--- src/prs_cfg.svh ---
// constants of the pressure mode control and readout block
// assumes a 125 MHz core clock; all times are converted from it
`ifndef PRS_CFG_SVH
`define PRS_CFG_SVH

// core clock rate
`define PRS_CLK_HZ 125000000
`define PRS_CYC_PER_MS (`PRS_CLK_HZ / 1000)

// operation command codes
`define PRS_OP_CANCEL 8'h00
`define PRS_OP_HISPEED 8'h09
`define PRS_OP_HIRES 8'h0a
`define PRS_OP_ULP 8'h0b
`define PRS_OP_TRIG 8'h0c

// measurement and computation times in ms, typical figures
`define PRS_HIRES_MS 500
`define PRS_HISPEED_MS 140
`define PRS_ULP_MS 1000
`define PRS_TRIG_MS 500
// time to wind down a cancelled operation, in ms
`define PRS_STOP_MS 1

// derived cycle counts
`define PRS_HIRES_CYC (`PRS_HIRES_MS * `PRS_CYC_PER_MS)
`define PRS_HISPEED_CYC (`PRS_HISPEED_MS * `PRS_CYC_PER_MS)
`define PRS_ULP_CYC (`PRS_ULP_MS * `PRS_CYC_PER_MS)
`define PRS_TRIG_CYC (`PRS_TRIG_MS * `PRS_CYC_PER_MS)
`define PRS_STOP_CYC (`PRS_STOP_MS * `PRS_CYC_PER_MS)

// result field layout
`define PRS_P_W 19
`define PRS_T_W 14
`define PRS_T_SIGN 13
`define PRS_PH_W 3
`define PRS_PL_W 16
`define PRS_TIMER_W 32

`endif

--- src/prs_pkg.sv ---
// types of the pressure mode control and readout block
// assumes prs_cfg.svh is on the include path
`include "prs_cfg.svh"

package prs_pkg;

  // operating state, one-hot
  typedef enum logic [4:0] {
    PRS_ST_STANDBY = 5'h01,
    PRS_ST_CONT = 5'h02,
    PRS_ST_TRIG_WAIT = 5'h04,
    PRS_ST_TRIG_MEAS = 5'h08,
    PRS_ST_STOP = 5'h10
  } prs_state_t;

  // status bits seen by the host
  typedef struct packed {
    logic overrun_error_flag;
    logic operation_busy_flag;
    logic result_ready;
  } prs_status_t;

  // one fresh result from the converter
  typedef struct packed {
    logic [`PRS_P_W-1:0] pressure;
    logic [`PRS_T_W-1:0] temperature;
  } prs_sample_t;

endpackage

--- src/prs_readout.sv ---
// measurement mode control and result readout of a pressure sensor
// assumes a decoded register port from the serial interface, a converter
// on core_clk supplying samples, and an asynchronous trigger pin
`timescale 1ns/10ps

module prs_readout
  import prs_pkg::*;
#(
  parameter logic [`PRS_TIMER_W-1:0] HIRES_CYC = `PRS_HIRES_CYC,
  parameter logic [`PRS_TIMER_W-1:0] HISPEED_CYC = `PRS_HISPEED_CYC,
  parameter logic [`PRS_TIMER_W-1:0] ULP_CYC = `PRS_ULP_CYC,
  parameter logic [`PRS_TIMER_W-1:0] TRIG_CYC = `PRS_TRIG_CYC,
  parameter logic [`PRS_TIMER_W-1:0] STOP_CYC = `PRS_STOP_CYC
) (
  input wire logic core_clk,
  input wire logic rstn,
  input wire logic trig_pin,
  input wire logic cmd_wr,
  input wire logic [7:0] cmd_data,
  input wire logic rd_pressure_low,
  input wire prs_sample_t conv_sample,
  output logic result_ready_line,
  output prs_status_t status,
  output logic [15:0] temperature_result,
  output logic [7:0] pressure_result_high,
  output logic [15:0] pressure_result_low
);

  // trigger synchroniser and edge memory
  logic trig_s1;
  logic trig_s2;
  logic trig_s3;
  logic trig_rise;

  // control state
  prs_state_t state;
  prs_state_t next_state;
  logic [`PRS_TIMER_W-1:0] timer;
  logic [`PRS_TIMER_W-1:0] next_timer;
  logic [`PRS_TIMER_W-1:0] period;
  logic [`PRS_TIMER_W-1:0] next_period;

  // result state
  logic ready;
  logic next_ready;
  logic overrun;
  logic next_overrun;
  // busy is held only in the status word, one flop, no private copy
  logic next_busy;
  logic [15:0] next_temp;
  logic [7:0] next_ph;
  logic [15:0] next_pl;
  logic done;

  // trigger pin passes two flops before the edge detector reads it
  always_ff @(posedge core_clk) begin
    if (!rstn) begin
      trig_s1 <= 1'b0;
      trig_s2 <= 1'b0;
      trig_s3 <= 1'b0;
    end else begin
      trig_s1 <= trig_pin;
      trig_s2 <= trig_s1;
      trig_s3 <= trig_s2;
    end
  end

  assign trig_rise = trig_s2 & ~trig_s3;

  // a measurement finishes when the running timer reaches one
  assign done = (state == PRS_ST_CONT || state == PRS_ST_TRIG_MEAS)
                && timer == `PRS_TIMER_W'(1);

  // mode sequencer next values
  always_comb begin
    next_state = state;
    next_timer = timer;
    next_period = period;
    if (timer != '0) begin
      next_timer = timer - `PRS_TIMER_W'(1);
    end
    unique case (state)
      PRS_ST_STANDBY: begin
        if (cmd_wr && cmd_data == `PRS_OP_HIRES) begin
          next_state = PRS_ST_CONT;
          next_period = HIRES_CYC;
          next_timer = HIRES_CYC;
        end else if (cmd_wr && cmd_data == `PRS_OP_HISPEED) begin
          next_state = PRS_ST_CONT;
          next_period = HISPEED_CYC;
          next_timer = HISPEED_CYC;
        end else if (cmd_wr && cmd_data == `PRS_OP_ULP) begin
          next_state = PRS_ST_CONT;
          next_period = ULP_CYC;
          next_timer = ULP_CYC;
        end else if ((cmd_wr && cmd_data == `PRS_OP_TRIG) || trig_rise) begin
          next_state = PRS_ST_TRIG_MEAS;
          next_timer = TRIG_CYC;
        end
      end
      PRS_ST_CONT: begin
        if (done) begin
          next_timer = period; // restart the next cycle at once
        end
      end
      PRS_ST_TRIG_WAIT: begin
        // stays in trigger wait until the trigger or a cancel
        if ((cmd_wr && cmd_data == `PRS_OP_TRIG) || trig_rise) begin
          next_state = PRS_ST_TRIG_MEAS;
          next_timer = TRIG_CYC;
        end
      end
      PRS_ST_TRIG_MEAS: begin
        if (done) begin
          next_state = PRS_ST_TRIG_WAIT;
        end
      end
      PRS_ST_STOP: begin
        if (timer == `PRS_TIMER_W'(1)) begin
          next_state = PRS_ST_STANDBY;
        end
      end
    endcase
    // cancel wins over everything except an idle standby
    if (cmd_wr && cmd_data == `PRS_OP_CANCEL
        && state != PRS_ST_STANDBY) begin
      next_state = PRS_ST_STOP;
      next_timer = STOP_CYC;
    end
  end

  // busy while measuring, running continuously or winding down
  always_comb begin
    next_busy = (next_state == PRS_ST_CONT)
                || (next_state == PRS_ST_TRIG_MEAS)
                || (next_state == PRS_ST_STOP);
  end

  // result registers, ready and overrun next values
  always_comb begin
    next_temp = temperature_result;
    next_ph = pressure_result_high;
    next_pl = pressure_result_low;
    next_ready = ready;
    next_overrun = overrun;
    if (rd_pressure_low) begin
      next_ready = 1'b0;
      next_overrun = 1'b0;
    end
    if (done) begin
      // 14-bit field kept as is, the unused top two bits read zero
      next_temp = {2'b00, conv_sample.temperature};
      next_ph = {5'h00,
        conv_sample.pressure[`PRS_P_W-1:`PRS_PL_W]};
      next_pl = conv_sample.pressure[`PRS_PL_W-1:0];
      next_ready = 1'b1; // set wins over a same-cycle read
      if (ready && !rd_pressure_low) begin
        next_overrun = 1'b1;
      end
    end
  end

  // register control and result state; the status word and ready pin load below
  always_ff @(posedge core_clk) begin
    if (!rstn) begin
      state <= PRS_ST_STANDBY;
      timer <= '0;
      period <= '0;
      ready <= 1'b0;
      overrun <= 1'b0;
      temperature_result <= 16'h0000;
      pressure_result_high <= 8'h00;
      pressure_result_low <= 16'h0000;
    end else begin
      state <= next_state;
      timer <= next_timer;
      period <= next_period;
      ready <= next_ready;
      overrun <= next_overrun;
      temperature_result <= next_temp;
      pressure_result_high <= next_ph;
      pressure_result_low <= next_pl;
    end
  end

  // pin and status bit are separate flops loaded from the same next value
  always_ff @(posedge core_clk) begin
    if (!rstn) begin
      result_ready_line <= 1'b0;
      status <= '0;
    end else begin
      result_ready_line <= next_ready;
      status.result_ready <= next_ready;
      status.overrun_error_flag <= next_overrun;
      status.operation_busy_flag <= next_busy;
    end
  end

endmodule // prs_readout

--- config.mk ---
export PLATFORM = sky130hd
export DESIGN_NAME = prs_readout
export DESIGN_NICKNAME = d
export VERILOG_FILES = /design/src/prs_pkg.sv /design/src/prs_readout.sv
export VERILOG_INCLUDE_DIRS = /design/src /design/src/src
export SDC_FILE = /design/constraint.sdc
export NUM_CORES = 1
export LEC_CHECK = 0
export ABC_AREA = 0
export BUFFER_PORTS_ARGS = -buffer_cell sky130_fd_sc_hd__buf_4
export CORE_UTILIZATION = 55
export DETAILED_ROUTE_END_ITERATION = 10
export GPL_ROUTABILITY_DRIVEN = 0
export PLACE_DENSITY = 0.88
export SLEW_MARGIN = 5
export SYNTH_ARGS = -nofsm -noshare
export SYNTH_HDL_FRONTEND = slang
export SYNTH_SLANG_ARGS = --single-unit
--- constraint.sdc ---
create_clock -name core_clk -period 6.11 [get_ports core_clk]
set_clock_uncertainty 0.15 [all_clocks]
set_input_delay 0.611 -clock core_clk [delete_from_list [all_inputs] [get_ports core_clk]]
set_output_delay 0.611 -clock core_clk [all_outputs]
set_load 0.1 [all_outputs]
Word level (Yosys, flattened, before mapping)
Index checks and enable logic that the tools add are counted.
{ "classes": {"add_sub_neg": 1, "n_eq_ne": 14, "muxes": 24, "n_bitwise": 3, "reduce_logical": 19} }
{ "op_table": {"columns": ["operator", "count"], "rows": [
  ["$mux W32", 9],
  ["$pmux W32 S3", 1],
  ["$mux W5", 7],
  ["$eq A32 B1 Y1 const B", 1],
  ["$eq A8 B4 Y1 const B", 4],
  ["$reduce_bool A32 Y1", 1],
  ["$sub A32 B1 Y32 const B", 1],
  ["$pmux W5 S4", 1],
  ["$mux W17", 1],
  ["$eq A5 B2 Y1 const B", 2],
  ["$eq A5 B4 Y1 const B", 2],
  ["$eq A5 B5 Y1 const B", 2],
  ["$logic_and A1 B1 Y1", 8],
  ["$logic_not A8 Y1", 1],
  ["$eq A5 B1 Y1 const B", 1],
  ["$eq A5 B3 Y1 const B", 1],
  ["$mux W1", 5],
  ["$ne A5 B1 Y1 const B", 1],
  ["$logic_or A1 B1 Y1", 4],
  ["$reduce_bool A3 Y1", 1],
  ["$not A1 Y1", 2],
  ["$reduce_and A2 Y1", 1],
  ["$reduce_bool A2 Y1", 1],
  ["$reduce_or A2 Y1", 1],
  ["2 further kinds", 2]
]} }
{ "word_totals": {"register_bits": 108, "inputBits": 46, "out_inout_bits": 44, "word_cells": 74} }

Depth between registers and ports, before layout
{ "logic_depth": {"depth_word": 12, "depth_mapped": 9, "ltp_nobuf": 8} }

Worst setup path after synthesis
No wires, ideal clock.
{ "synth_path": {"path_type": "input port to flip-flop", "from": "input port cmd_data[1]", "to": "register timer[10]", "setup_ps": 129, "t_arrival_ps": 2296, "required_ps": 5831, "setup_slack_ps": 3535, "stages": 8, "path_cell_list": "clkbuf_1 -> nor4b_2 -> nand2_1 -> or4_1 -> buf_2 -> nand2_1 -> a211o_1 -> o21ai_1"} }
{ "synth_between": {"elab_chain_len": 8, "word_cells_on_any_way": 18, "cone_classes": "eq/ne: 4; mux: 5; reduce/logical: 9"} }
{ "synth_lines": {"columns": ["element", "line_no", "rtl"], "rows": [
  ["start, declared", "prs_readout.sv:19", "input wire logic [7:0] cmd_data,"],
  ["$eq A8 B4 Y1 (no line)", null, null],
  ["$logic_and A1 B1 Y1 (no line)", null, null],
  ["$logic_or A1 B1 Y1", "prs_readout.sv:96, prs_readout.sv:108", null],
  ["$mux W32", "prs_readout.sv:96, prs_readout.sv:108", null],
  ["$mux W32", "prs_readout.sv:92", "end else if (cmd_wr && cmd_data == `PRS_OP_ULP) begin"],
  ["$mux W32", "prs_readout.sv:88", "end else if (cmd_wr && cmd_data == `PRS_OP_HISPEED) begin"],
  ["$mux W32", "prs_readout.sv:84", "if (cmd_wr && cmd_data == `PRS_OP_HIRES) begin"],
  ["$pmux W32 S3", "prs_readout.sv:82", "unique case (state)"],
  ["end signal, assigned", "prs_readout.sv:176", "timer <= next_timer;"],
  ["end, declared", "prs_readout.sv:38", "logic [`PRS_TIMER_W-1:0] timer;"]
]} }
Parallel ways exist; a longest one is shown, timed or not.
A chain may end at the register's enable or synchronous reset.

Final worst setup path
{ "layout_path": {"from": "register timer[6]", "to": "register temperature_result[0]"} }
{ "layout_between": {"elab_chain_len": 2} }
{ "layout_lines": {"columns": ["element", "line_no", "rtl"], "rows": [
  ["$eq A32 B1 Y1", "prs_readout.sv:72", "&& timer == `PRS_TIMER_W'(1);"],
  ["$logic_and A1 B1 Y1", "prs_readout.sv:71", "assign done = (state == PRS_ST_CONT || state == PRS_ST_TRIG_MEAS)"],
  ["end signal, assigned", "prs_readout.sv:180", "temperature_result <= next_temp;"],
  ["end, declared", "prs_readout.sv:24", "output logic [15:0] temperature_result,"]
]} }
Every way passes these cells.

==> run_results.csv <==
group,metric,value,unit
worst_setup_path,critical_path_depth,5,
synthesis,ys_types,70,
synthesis,synth_area,4160,sq um
sta,timing.fmax,342,MHz
worst_hold_path,hold_path.class,"primary input to flop",
routing,routed_wl,10.6,mm
sta,finalCriticalPeriod,2.92,ns
routing,drt_iter0_drc,534,
run_status,outcome,"finished clean",
placement,placed_area,4750,sq um
clock_tree,cts_setup_buffers,0,
cells_and_area,final_cell_mix,"nand2_1, buf_4, dfxtp_1, a21oi_1, nor2_1",
cells_and_area,syn_to_final_growth,19.3,%
floorplanning,rows,31,
synthesis,async_reset_ff_share,0,%
clock_tree,path_clk_slew,0.08,ns
sta,period_share,47.9,%
routing,route.detailed.drc,0,
worst_setup_path,crit_path_cell_trace,"nor4_1 -> nand4_1 -> nor3_4 -> nand2_1 -> a21oi_1",
worst_setup_path,crit_path_end_kind,"flop",
synthesis,ys_seq_area_share,39.9,%
sta,hold_viol,0,
worst_setup_path,cp_slowest_cell,"nor3_4",
worst_setup_path,cp_num_buf_inv,0,
clock_tree,clk_latency,0.36,ns
flow_run,drv_cap,0,
routing,postRouteAntennaNets,0,
synthesis,syn_inst,505,
worst_hold_path,hold_depth,2,
floorplanning,coreArea,7290,sq um
synthesis,synth_top_flop_cell,"dfxtp_1",
sta,worstMarginPinSlew,1.19,ns
floorplanning,io_pins,90,
grt,grt_max_degree,49,
sta,grt_setup_unrepaired,"false",
worst_setup_path,path_max_fanout,34,
worst_setup_path,crit_path_start_kind,"flop",
clock_tree,ctsHoldBuffers,0,
grt,gr-total-overflow,0,
worst_setup_path,worstRegToRegCells,5,
cells_and_area,drive_above_1_share,21.9,%
clock_tree,clock_tree.buffer_depth,2,
synthesis,ys_ff_latch,83,
placement,hpwl,7.47,mm
power_and_ir_drop,powerDensity,458,nW/um^2
grt,grt_pass1_vias,3750,
power_and_ir_drop,p_total,2.27,mW
worst_setup_path,path_delay_family,"simple AND/OR/NAND/NOR gates",
routing,viasPerCell,5.90,
power_and_ir_drop,vdd_ir_drop_max,0.224,mV
placement,portBuffers,82,
routing,wl_per_cell,15.9,microns
cells_and_area,antennaDiodeCount,0,
worst_setup_path,crit_required,6.26,ns
worst_setup_path,path_class,"flop to flop",
cells_and_area,fin_nets,615,
synthesis,avgSynthCellArea,8.24,sq um
grt,grt_pass1_wl,17.6,mm
floorplanning,die_h,89.0,microns
sta,fin_setup_tns,0,ns
worst_setup_path,max_stage_delay,1.06,ns
clock_tree,cts_sinks,83,
floorplanning,die_w,89.0,microns
clock_tree,cts_root_buf,"clkbuf_8",
cells_and_area,fin_area,4960,sq um
cells_and_area,mostFrequentLayoutCell,"nand2_1",
power_and_ir_drop,leakagePower,1.92,nW
floorplanning,initial_utilization,57.1,%
sta,setup_viol,0,
cells_and_area,layout.cells.non_filler,671,
clock_tree,cts_buffers,9,
routing,dr.pass1.iters,5,
worst_setup_path,cp.arrival,3.07,ns
grt,grt_use_total,29.1,%
clock_tree,cts_tree,"built",
sta,relSlewSlack,20.7,%
synthesis,synth_edf_count,0,
placement,dp.cells,655,
clock_tree,htreeDepth,3,
clock_tree,cts_resized,0,
grt,antenna_found_initial,0,
floorplanning,dieArea,7920,sq um
sta,drv_slew,0,
synthesis,ys_warn_count,0,
routing,vias,3962,
## metal layers
metal	share of wire, %	up-vias	global-route usage [%]
met3	9.5	31	8.40
met4	2.4	0	12.3
li1	-	1904	-
met1	42	1808	36.3
met2	46	219	47.2
met5	0	-	0
## kinds of logic after synthesis
kind of cell | count (synthesis) | synth area share [%]
buf+inv | 42 | 4.90
flops | 83 | 39.9
fa+ha+maj | 2 | 0.601
compound gates | 125 | 19.3
other cells | 1 | 0.0901
xor+xnor | 27 | 5.68
simple gates | 225 | 29.5
## report_power, final
group | total [mW] | switching (mW) | internal [mW]
Sequential | 0.753 | 0.126 | 0.627
Clock | 0.442 | 0.208 | 0.234
Combinational | 1.08 | 0.683 | 0.397
Total | 2.27 | 1.02 | 1.26
## worst reg2reg max path, cell delays in order, from the launching register on
cell and delay (ns):
dfxtp_1 0.40, nor4_1 0.46, nand4_1 0.43, nor3_4 1.06, nand2_1 0.17, a21oi_1 0.18
## state kept, by name, summed over array words and instances, names as in the netlist
name	count
timer	32
pressure_result_low	16
period	7
trig_s2	1
status	3
trig_s1	1
temperature_result	14
trig_s3	1
state	5
pressure_result_high	3
## cell type report
type	instances	area (sq um)
clock buffers	11	131
multi-input cells	386	2320
flip-flops and latches	83	1660
inverters	4	15.0
clock inverters	5	85.1
fillers	595	2330
well taps	99	124
repair buffers	83	623
## metrics by stage
step	setup WS, ns	util (%)	hold WS (ns)
after floorplan	3.54	-	0.262
after global placement	3.14	65.1	0.265
after detailed placement	3.05	65.1	0.272
after CTS	3.24	68.1	0.254
after global routing	2.88	68.1	0.255
final	3.19	68.1	0.264
## cell usage after synthesis (all sizes together) (3+ instances only)
library cell / n / area (sq um)
clkbuf: 24 / 90.1
or4: 5 / 48.8
and3: 6 / 37.5
or3: 8 / 50.1
a211oi: 5 / 42.5
nand4: 4 / 46.3
nor3: 19 / 105
nand2: 89 / 334
nor4b: 4 / 56.3
a2111oi: 3 / 32.5
o22ai: 3 / 18.8
o21ai: 21 / 105
nor4: 17 / 174
a41oi: 3 / 26.3
nor2: 38 / 143
inv: 4 / 15.0
buf: 14 / 98.8
o31ai: 4 / 43.8
and2: 9 / 58.8
a31oi: 5 / 31.3
xnor2: 11 / 96.3
dfxtp: 83 / 1660
nand3: 12 / 60.1
a21oi: 60 / 312
xor2: 16 / 140
## worst paths after layout
kind	from	end	slack [ns]
min reg2reg	trig_s1	trig_s2	0.29
min	rd_pressure_low	status[2]	0.26
max	timer[6]	temperature_result[0]	3.19
max reg2reg	timer[6]	temperature_result[0]	3.19
(Power assumes the default switching activity.)
